### config.mk
export PLATFORM = sky130hd
export DESIGN_NAME = prqfl_top
export DESIGN_NICKNAME = d
export VERILOG_FILES = /design/src/verilog/prqfl_pkg.sv /design/src/verilog/prqfl_if.sv /design/src/verilog/prqfl_pkt_tracker.sv /design/src/verilog/prqfl_flag_bus.sv /design/src/verilog/prqfl_top.sv
export SDC_FILE = /design/constraint.sdc
export NUM_CORES = 2
export LEC_CHECK = 0
export ABC_CLOCK_PERIOD_IN_PS = 12000
export BUFFER_PORTS_ARGS = -buffer_cell sky130_fd_sc_hd__clkbuf_2
export CORE_MARGIN = 10
export CORE_UTILIZATION = 39
export DETAILED_ROUTE_END_ITERATION = 10
export PLACE_DENSITY = 0.5
export RECOVER_POWER = 100
export SETUP_SLACK_MARGIN = 0.1
export SLEW_MARGIN = 40
export SYNTH_ARGS = -nofsm -noshare
export SYNTH_HDL_FRONTEND = slang
export SYNTH_SLANG_ARGS = --single-unit
### constraint.sdc
create_clock -name ref_clk -period 12 [get_ports ref_clk]
set_input_delay 2.4 -clock ref_clk [delete_from_list [all_inputs] [get_ports ref_clk]]
set_output_delay 2.4 -clock ref_clk [all_outputs]
set_load 0.005 [all_outputs]
### src/verilog/prqfl_pkg.sv
`default_nettype none
package prqfl_pkg;
    localparam int NQ          = 4;
    localparam int QSW         = 2;
    localparam int DW          = 36;
    localparam int START_BIT   = 34;
    localparam int END_BIT     = 35;
    localparam int CODE_HI_BIT = 33;
    localparam int CODE_LO_BIT = 32;
    localparam int RQS_W       = 6;
    localparam int NULL_BIT    = 2;
    localparam int WB_AW       = 8;
    localparam int WB_DW       = 32;
    localparam int LVL_FW      = 8;
    localparam logic [WB_AW-1:0] REG_CTRL   = 8'h00;
    localparam logic [WB_AW-1:0] REG_LEVEL  = 8'h04;
    localparam logic [WB_AW-1:0] REG_STATUS = 8'h08;
    // Packet counter of queue q sits at REG_PCNT0 + 4*q
    localparam logic [WB_AW-1:0] REG_PCNT0  = 8'h0C;
    localparam int CTRL_PRST_LSB  = 0;
    localparam int CTRL_OWN_BIT   = 4;
    localparam int LVL_AF_LSB     = 0;
    localparam int LVL_AE_LSB     = 8;
    localparam logic [LVL_FW-1:0] AF_LVL_RST = 8'h02;
    localparam logic [LVL_FW-1:0] AE_LVL_RST = 8'h02;
    localparam int STAT_AVAIL_LSB = 0;
    localparam int STAT_EMPTY_LSB = 4;
    localparam int STAT_FULL_LSB  = 8;
    localparam int STAT_PKT_BIT   = 12;
    localparam int STAT_LOOP_BIT  = 13;
endpackage
`default_nettype wire

### src/verilog/prqfl_if.sv
`timescale 1ns/1ps
`default_nettype none
interface prqfl_trk_if #(parameter int CW = 5);
    logic          wrStrobe;
    logic          wrStart;
    logic          wrEnd;
    logic          rdStrobe;
    logic          rdStart;
    logic          rdEnd;
    logic          clear;
    logic          pktAvail;
    logic          rdOpen;
    logic [CW-1:0] pktCount;
    modport ctl (output wrStrobe, wrStart, wrEnd, rdStrobe, rdStart, rdEnd, clear,
                 input pktAvail, rdOpen, pktCount);
    modport trk (input wrStrobe, wrStart, wrEnd, rdStrobe, rdStart, rdEnd, clear,
                 output pktAvail, rdOpen, pktCount);
endinterface

interface prqfl_flag_if #(parameter int N = 4);
    logic [N-1:0] afN;
    logic         loopMode;
    logic         busOwn;
    logic         tokenIn;
    logic [N-1:0] busOut;
    logic         busOeN;
    logic         tokenOut;
    modport ctl (output afN, loopMode, busOwn, tokenIn, input busOut, busOeN, tokenOut);
    modport drv (input afN, loopMode, busOwn, tokenIn, output busOut, busOeN, tokenOut);
endinterface
`default_nettype wire

### src/verilog/prqfl_pkt_tracker.sv
`timescale 1ns/1ps
`default_nettype none
module prqfl_pkt_tracker #(
    parameter int CW = 5
) (
    input  wire logic  ref_clk,
    input  wire logic  srst,
    prqfl_trk_if.trk   trk
);
    logic          wrIn_r;
    logic          rdOpen_r;
    logic [CW-1:0] count_r;
    logic [CW-1:0] count_nxt;
    wire wrOpenEv  = trk.wrStrobe && trk.wrStart && !wrIn_r;
    wire wrCloseEv = trk.wrStrobe && trk.wrEnd && wrIn_r;
    wire rdTakeEv  = trk.rdStrobe && trk.rdStart && !rdOpen_r;
    wire rdDoneEv  = trk.rdStrobe && trk.rdEnd && rdOpen_r;

    // Up on a closed packet, down when its start leaves the queue
    assign count_nxt = count_r + CW'(wrCloseEv) - CW'(rdTakeEv);

    always_ff @(posedge ref_clk) begin
        if (srst || trk.clear) begin
            wrIn_r   <= 1'b0;
            rdOpen_r <= 1'b0;
            count_r  <= '0;
        end else begin
            wrIn_r   <= wrCloseEv ? 1'b0 : (wrIn_r || wrOpenEv);
            rdOpen_r <= rdDoneEv ? 1'b0 : (rdOpen_r || rdTakeEv);
            count_r  <= count_nxt;
        end
    end

    assign trk.pktAvail = (count_r != '0);
    assign trk.rdOpen   = rdOpen_r;
    assign trk.pktCount = count_r;
endmodule
`default_nettype wire

### src/verilog/prqfl_flag_bus.sv
`timescale 1ns/1ps
`default_nettype none
module prqfl_flag_bus (
    input  wire logic  ref_clk,
    input  wire logic  srst,
    prqfl_flag_if.drv  fl
);
    logic       tokS1_r;
    logic       tokS2_r;
    logic [3:0] busOut_r;
    logic       busOeN_r;
    logic       tokOut_r;
    // Looped: hold the bus while the token is here. Addressed: software owns it.
    wire drive = fl.loopMode ? tokS2_r : fl.busOwn;

    always_ff @(posedge ref_clk) begin
        tokS1_r <= fl.tokenIn;
        tokS2_r <= tokS1_r;
        if (srst) begin
            busOut_r <= '1;
            busOeN_r <= 1'b1;
            tokOut_r <= 1'b0;
        end else begin
            busOut_r <= fl.afN;
            busOeN_r <= !drive;
            tokOut_r <= fl.loopMode && tokS2_r;
        end
    end

    assign fl.busOut   = busOut_r;
    assign fl.busOeN   = busOeN_r;
    assign fl.tokenOut = tokOut_r;
endmodule
`default_nettype wire

### src/verilog/prqfl_top.sv
`timescale 1ns/1ps
`default_nettype none
module prqfl_top
    import prqfl_pkg::*;
#(
    parameter int DEPTH = 16
) (
    input  wire logic              ref_clk,
    input  wire logic              srst,
    input  wire logic              wbCycI,
    input  wire logic              wbStbI,
    input  wire logic              wbWeI,
    input  wire logic [WB_AW-1:0]  wbAdrI,
    input  wire logic [3:0]        wbSelI,
    input  wire logic [WB_DW-1:0]  wbDatI,
    output logic      [WB_DW-1:0]  wbDatO,
    output logic                   wbAckO,
    input  wire logic              wrEnN,
    input  wire logic [QSW-1:0]    wrQueue,
    input  wire logic [DW-1:0]     wrData,
    output logic                   fullN,
    input  wire logic              rdEnN,
    input  wire logic [RQS_W-1:0]  readQueueSelect,
    output logic      [DW-1:0]     rdData,
    output logic                   readValidN,
    output logic                   packetReadyN,
    output logic      [NQ-1:0]     almostEmptyBus,
    output logic      [NQ-1:0]     almostFullBus,
    output logic                   almostFullBusOeN,
    input  wire logic              flagTokenIn,
    output logic                   flagTokenOut,
    input  wire logic              packetModePin,
    input  wire logic              flagBusMode
);
    localparam int AW = $clog2(DEPTH);
    localparam int CW = AW + 1;
    localparam int LW = CW + LVL_FW;

    // Straps pass a synchroniser, then are caught while reset is held
    logic              pktS1_r;
    logic              pktS2_r;
    logic              fmS1_r;
    logic              fmS2_r;
    logic              pktMode_r;
    logic              loopMode_r;

    logic [DW-1:0]     mem [NQ*DEPTH];
    logic [AW-1:0]     wrPtr_r [NQ];
    logic [AW-1:0]     rdPtr_r [NQ];
    logic [CW-1:0]     cnt_r   [NQ];

    logic [NQ-1:0]     prst_r;
    logic              busOwn_r;
    logic [LVL_FW-1:0] afLvl_r;
    logic [LVL_FW-1:0] aeLvl_r;
    logic              ack_r;
    logic [WB_DW-1:0]  datO_r;

    logic [DW-1:0]     rdData_r;
    logic              readValidN_r;
    logic              packetReadyN_r;
    logic [NQ-1:0]     aeBus_r;
    logic              fullN_r;

    logic [NQ-1:0]     fullV;
    logic [NQ-1:0]     emptyV;
    logic [NQ-1:0]     afNV;
    logic [NQ-1:0]     aeNV;
    logic [NQ-1:0]     availV;
    logic [NQ-1:0]     openV;
    logic [NQ-1:0]     readableV;
    logic [CW-1:0]     pcntV [NQ];

    always_ff @(posedge ref_clk) begin
        pktS1_r <= packetModePin;
        pktS2_r <= pktS1_r;
        fmS1_r  <= flagBusMode;
        fmS2_r  <= fmS1_r;
    end

    always_ff @(posedge ref_clk) begin
        if (srst) begin
            pktMode_r  <= pktS2_r;
            loopMode_r <= fmS2_r;
        end
    end

    // Write port: the queue address has no null decode at all
    wire wrFire = !wrEnN && !fullV[wrQueue];
    wire [QSW+AW-1:0] wrAddr = {wrQueue, wrPtr_r[wrQueue]};

    always_ff @(posedge ref_clk) begin
        if (wrFire) begin
            mem[wrAddr] <= wrData;
        end
    end

    // Read port selection
    wire              isNull = readQueueSelect[NULL_BIT];
    wire [QSW-1:0]    rdQ    = readQueueSelect[QSW-1:0];
    wire [DW-1:0]     memWord = mem[{rdQ, rdPtr_r[rdQ]}];
    wire              canPop = !isNull && readableV[rdQ];
    // Refill when the word is taken or the output holds nothing valid
    wire              needWord = !rdEnN || readValidN_r;
    wire              pop = canPop && needWord;
    wire              availSel = availV[rdQ];
    wire              openSel  = openV[rdQ];

    genvar q;
    generate
        for (q = 0; q < NQ; q++) begin : g_queue
            prqfl_trk_if #(.CW(CW)) trkIf ();
            wire wrHit = wrFire && (wrQueue == QSW'(q));
            wire rdHit = pop && (rdQ == QSW'(q));

            always_ff @(posedge ref_clk) begin
                if (srst || prst_r[q]) begin
                    wrPtr_r[q] <= '0;
                    rdPtr_r[q] <= '0;
                    cnt_r[q]   <= '0;
                end else begin
                    wrPtr_r[q] <= wrPtr_r[q] + AW'(wrHit);
                    rdPtr_r[q] <= rdPtr_r[q] + AW'(rdHit);
                    cnt_r[q]   <= cnt_r[q] + CW'(wrHit) - CW'(rdHit);
                end
            end

            assign fullV[q]  = (cnt_r[q] == CW'(DEPTH));
            assign emptyV[q] = (cnt_r[q] == '0);
            assign afNV[q]   = !((LW'(cnt_r[q]) + LW'(afLvl_r)) >= LW'(DEPTH));
            assign aeNV[q]   = !(LW'(cnt_r[q]) <= LW'(aeLvl_r));
            // Packet mode: only complete packets, or the rest of one in progress
            assign readableV[q] = !emptyV[q] &&
                                  (!pktMode_r || availV[q] || openV[q]);

            assign trkIf.wrStrobe = wrHit;
            assign trkIf.wrStart  = wrData[START_BIT];
            assign trkIf.wrEnd    = wrData[END_BIT];
            assign trkIf.rdStrobe = rdHit;
            assign trkIf.rdStart  = memWord[START_BIT];
            assign trkIf.rdEnd    = memWord[END_BIT];
            assign trkIf.clear    = prst_r[q];
            assign availV[q]      = trkIf.pktAvail;
            assign openV[q]       = trkIf.rdOpen;
            assign pcntV[q]       = trkIf.pktCount;

            prqfl_pkt_tracker #(.CW(CW)) u_trk (
                .ref_clk (ref_clk),
                .srst    (srst),
                .trk     (trkIf)
            );
        end
    endgenerate

    always_ff @(posedge ref_clk) begin
        if (srst) begin
            rdData_r     <= '0;
            readValidN_r <= 1'b1;
        end else if (pop) begin
            rdData_r     <= memWord;
            readValidN_r <= 1'b0;
        end else if (needWord || isNull) begin
            // Data stays put; only validity drops. The null queue counts as
            // empty, so validity drops there even while reads are held off.
            readValidN_r <= 1'b1;
        end
    end

    always_ff @(posedge ref_clk) begin
        if (srst) begin
            packetReadyN_r <= 1'b1;
            aeBus_r        <= '1;
            fullN_r        <= 1'b1;
        end else begin
            packetReadyN_r <= !(pktMode_r && !isNull && availSel);
            aeBus_r        <= pktMode_r ? ~availV : aeNV;
            fullN_r        <= !fullV[wrQueue];
        end
    end

    // Almost-full bus drive and sharing
    prqfl_flag_if #(.N(NQ)) flagIf ();
    assign flagIf.afN      = afNV;
    assign flagIf.loopMode = loopMode_r;
    assign flagIf.busOwn   = busOwn_r;
    assign flagIf.tokenIn  = flagTokenIn;

    prqfl_flag_bus u_flag (
        .ref_clk (ref_clk),
        .srst    (srst),
        .fl      (flagIf)
    );

    // Wishbone register slave: one wait state, unmapped reads return zero
    wire                  wbReq    = wbCycI && wbStbI && !ack_r;
    wire                  wbWr     = wbReq && wbWeI;
    wire                  selCtrl  = (wbAdrI == REG_CTRL);
    wire                  selLevel = (wbAdrI == REG_LEVEL);
    wire                  selStat  = (wbAdrI == REG_STATUS);
    wire [WB_AW-1:0]      pcOff    = wbAdrI - REG_PCNT0;
    wire                  selPcnt  = (wbAdrI >= REG_PCNT0) &&
                                     (pcOff[WB_AW-1:2] < (WB_AW-2)'(NQ));
    wire [QSW-1:0]        pcIdx    = pcOff[QSW+1:2];
    wire [WB_DW-1:0]      ctrlWord = WB_DW'(busOwn_r) << CTRL_OWN_BIT;
    wire [WB_DW-1:0]      lvlWord  = (WB_DW'(afLvl_r) << LVL_AF_LSB) |
                                     (WB_DW'(aeLvl_r) << LVL_AE_LSB);
    wire [WB_DW-1:0]      statWord = (WB_DW'(availV) << STAT_AVAIL_LSB) |
                                     (WB_DW'(emptyV) << STAT_EMPTY_LSB) |
                                     (WB_DW'(fullV)  << STAT_FULL_LSB)  |
                                     (WB_DW'(pktMode_r)  << STAT_PKT_BIT) |
                                     (WB_DW'(loopMode_r) << STAT_LOOP_BIT);
    wire [WB_DW-1:0]      rdMux    = selCtrl  ? ctrlWord :
                                     selLevel ? lvlWord  :
                                     selStat  ? statWord :
                                     selPcnt  ? WB_DW'(pcntV[pcIdx]) : '0;

    always_ff @(posedge ref_clk) begin
        if (srst) begin
            ack_r  <= 1'b0;
            datO_r <= '0;
        end else begin
            ack_r  <= wbReq;
            datO_r <= wbReq ? rdMux : datO_r;
        end
    end

    always_ff @(posedge ref_clk) begin
        if (srst) begin
            prst_r   <= '0;
            busOwn_r <= 1'b0;
            afLvl_r  <= AF_LVL_RST;
            aeLvl_r  <= AE_LVL_RST;
        end else begin
            prst_r <= (wbWr && selCtrl && wbSelI[0]) ?
                      wbDatI[CTRL_PRST_LSB +: NQ] : '0;
            if (wbWr && selCtrl && wbSelI[0]) begin
                busOwn_r <= wbDatI[CTRL_OWN_BIT];
            end
            if (wbWr && selLevel && wbSelI[0]) begin
                afLvl_r <= wbDatI[LVL_AF_LSB +: LVL_FW];
            end
            if (wbWr && selLevel && wbSelI[1]) begin
                aeLvl_r <= wbDatI[LVL_AE_LSB +: LVL_FW];
            end
        end
    end

    assign wbAckO           = ack_r;
    assign wbDatO           = datO_r;
    assign fullN            = fullN_r;
    assign rdData           = rdData_r;
    assign readValidN       = readValidN_r;
    assign packetReadyN     = packetReadyN_r;
    assign almostEmptyBus   = aeBus_r;
    assign almostFullBus    = flagIf.busOut;
    assign almostFullBusOeN = flagIf.busOeN;
    assign flagTokenOut     = flagIf.tokenOut;
endmodule
`default_nettype wire

==> results.cfg <==
[run_status]
status = complete, but fails checks
violations = max-capacitance violations, max-slew violations

[synth]
synth_edf_count = 2306
synth-simple-area-share = 0.02676
synth_xor_xnor_area_share = 0.003517
ys_seq_area_frac = 0.7488
synth_compound_area_frac = 0.05377
synthCells = 5065
ys.flop_type = edfxtp_1
synth_async_sr_flop_share = 0
synthMuxAreaShare = 0.1344
synthTopCellsByArea = edfxtp_1 (71%), mux4_2 (9.8%), dfxtp_1 (3.6%)
synth_fa_ha_area_frac = 0.01639
synth_top_family_by_area = multiplexers
yosys.area.top_type = edfxtp_1
syn_avg_cell_area_um2 = 19.17
synth-seq-cells = 2479
yosysWarnings = 0
synth_top_cell_area_share = 0.7131
yosysUniqueCellTypes = 69
netlist_area_um2 = 97110

[sta]
rsz0062_at_grt = false
tns_ns = 0
fin_crit_sh = 0.8087
fin_worst_skew_ns = 0.08196
finalWorstSetupSlack_ns = 2.296
finalSetupViolCount = 0
slew_headroom = -1.750
fmax_ghz = 0.1031
worst_pin_slew_ns = 4.124
finalMaxSlewViolations = 4574
min_period_ns = 9.704
hold_violations = 0

[detailed_routing]
viasPerCell = 5.659
drt-total-wl_mm = 280.0
drt-pass1-iter-count = 6
post_drt_wl_per_cell_um = 31.33
first_iter_violations = 5205
ant_nets = 0
drc = 0
via_count = 50570

[setup_path]
cp.buffers_inverters = 2
path_class = primary input to flip-flop
path_cells = clkbuf_1, nor2_1, a221o_1, nor3_2, clkbuf_1, o21ai_0, a221oi_1, a31oi_1
crit_path_end_kind = flip-flop
crit_path_start_kind = primary input
cp.arrival_ns = 10.47
crit_slowest_cell = clkbuf_1
crit_path_max_incr_delay_ns = 2.59
crit_top_cell = clkbuf_1
crit_family = buffers and inverters
critical_path_required_ns = 12.76
crit_fanout = 51

[global_route]
grt-ovfl-total = 0
track_usage = 0.2026
grt_first_pass_wirelength_mm = 395.5
grt_pass1_vias = 51420
grt_max_degree = 112
antenna_found_initial = 11

[finish]
multiInputGateArea_um2 = 23190
final_cell_mix = edfxtp_1 (2,306), mux4_2 (422), mux2i_1 (342)
final_nets = 5633
fillCellCount = 21520
design_area_um2 = 110800
drive_above_1_share = 0.1771
area_growth_pct = 14.06
final_common_cell = edfxtp_1
seq_area_um2 = 72710

[clocking]
hold_buffers = 0
numCtsBuffers = 287
cts_sinks = 2479
clock_latency_ns = 0.93
postCtsSetupRepairBufs = 0
htree_num_levels = 5
post_cts_resized = 0
clk_pin_slew_worst_paths_ns = 0.06
clockBufferDepth = 4
cts_tree = built
cts_root_buf = clkbuf_16

[die]
die_h_um = 519.0
die_w_um = 519.0
io_pins = 180
start_util = 0.3912
num_rows = 183
core_um2 = 248200
fp.dieArea_um2 = 269400

[power]
total_switching_power_w = 0.004340
peakVddDrop_mv = 0.1514
seqPwrFrac = 0.501
power_frac_clock = 0.426
swShare = 0.2251
power_density_nw_per_um2 = 174.1
power.internal_w = 0.01494
leakagePower_nw = 34.28
pwr-share-comb = 0.074

[min_path]
hp-class = flip-flop to flip-flop

[place]
post-place-ws_ns = 3.601
place_area_um2 = 103000
gp_congestion = 0.7796
portBuffers = 142
place_hpwl_mm = 151.0

[job]
maxCapViolations = 112
[logic make-up (layout without fill, tap and decap cells)]
| family | after synthesis | after routing |
|---|---|---|
| mux | 774 | 774 |
| simple gates | 553 | 553 |
| other cells | 1 | 21 |
| xor+xnor | 39 | 39 |
| buf+inv | 368 | 890 |
| compound gates | 731 | 731 |
| flops | 2479 | 2479 |
| fa+ha+maj | 120 | 120 |
[synth_stat cells (all sizes together), types with 67 or more instances]
library cell and number:
a21oi 67, a221oi 164, a22oi 72, buf 140, clkbuf 146, dfxtp 173
edfxtp 2306, ha 108, inv 82, mux2i 343, mux4 423, nand2 112
nand3 75, nor2 209, o21ai 159
[per-stage QoR]
step	util	total power, W	hold slack [ns]	std cells
floorplan	-	0.01063	0.3096	5080
global placement	0.4134	0.01123	0.3181	8424
detailed placement	0.4151	0.01126	0.3164	8447
CTS	0.4499	0.01946	0.3404	8923
global route	0.4462	0.01990	0.3526	8934
finish	0.4463	0.01928	0.3352	8937
[power groups by stage]
stage | Clock, W | Combinational, W | Sequential, W
2_1_floorplan | 0 | 0.000855 | 0.00977
3_3_place_gp | 0 | 0.00142 | 0.00981
3_5_place_dp | 0 | 0.00145 | 0.00982
4_1_cts | 0.00837 | 0.00145 | 0.00963
5_1_grt | 0.00870 | 0.00155 | 0.00966
6_report | 0.00821 | 0.00142 | 0.00965
[path summary, 6_finish.rpt]
| path | cells past startpoint | from | slack, ns | endpoint |
|---|---|---|---|---|
| setup reg to reg | 11 | cnt_r[0][3]$_SDFF_PP0_ | 5.57 | mem[46][9]$_DFFE_PP_ |
| hold reg to reg | 0 | fmS1_r$_DFF_P_ | 0.34 | fmS2_r$_DFF_P_ |
| hold / removal | 0 | fmS1_r$_DFF_P_ | 0.34 | fmS2_r$_DFF_P_ |
| setup / recovery | 8 | readQueueSelect[1] | 2.30 | rdData[9]$_SDFFE_PP0P_ |
[area by class of cell]
type                       count  share of cell area
clock buffer                 361             0.06938
clock inverter               115            0.008664
antenna                        5           0.0001130
inverter                      82            0.002779
multi-input combinational   2233              0.2093
timing repair buffer         332             0.01567
sequential                  2479              0.6564
tap                         3330             0.03762
[routing by layer]
layer | track usage | wire length, um | vias to the layer above
li1 | - | - | 21470
met1 | 0.2827 | 120100 | 26980
met2 | 0.3297 | 133800 | 1690
met3 | 0.02995 | 16950 | 434
met4 | 0.06121 | 9135 | 0
met5 | 0 | 0 | -
[flip-flops by register name, indices dropped and copies added (netlist names), 4 cells and up]
name and count:
wrPtr_r 16, g_queue.u_trk.trk.rdOpen 4, almostEmptyBus 4, wbDatO 16, aeLvl_r 8, g_queue.u_trk.wrIn_r 4, prst_r 4, cnt_r 20
rdPtr_r 16, afLvl_r 8, g_queue.u_trk.trk.pktCount 20, rdData 36, mem 2304, u_flag.fl.busOut 4
Power figures use the tool's default switching activity.
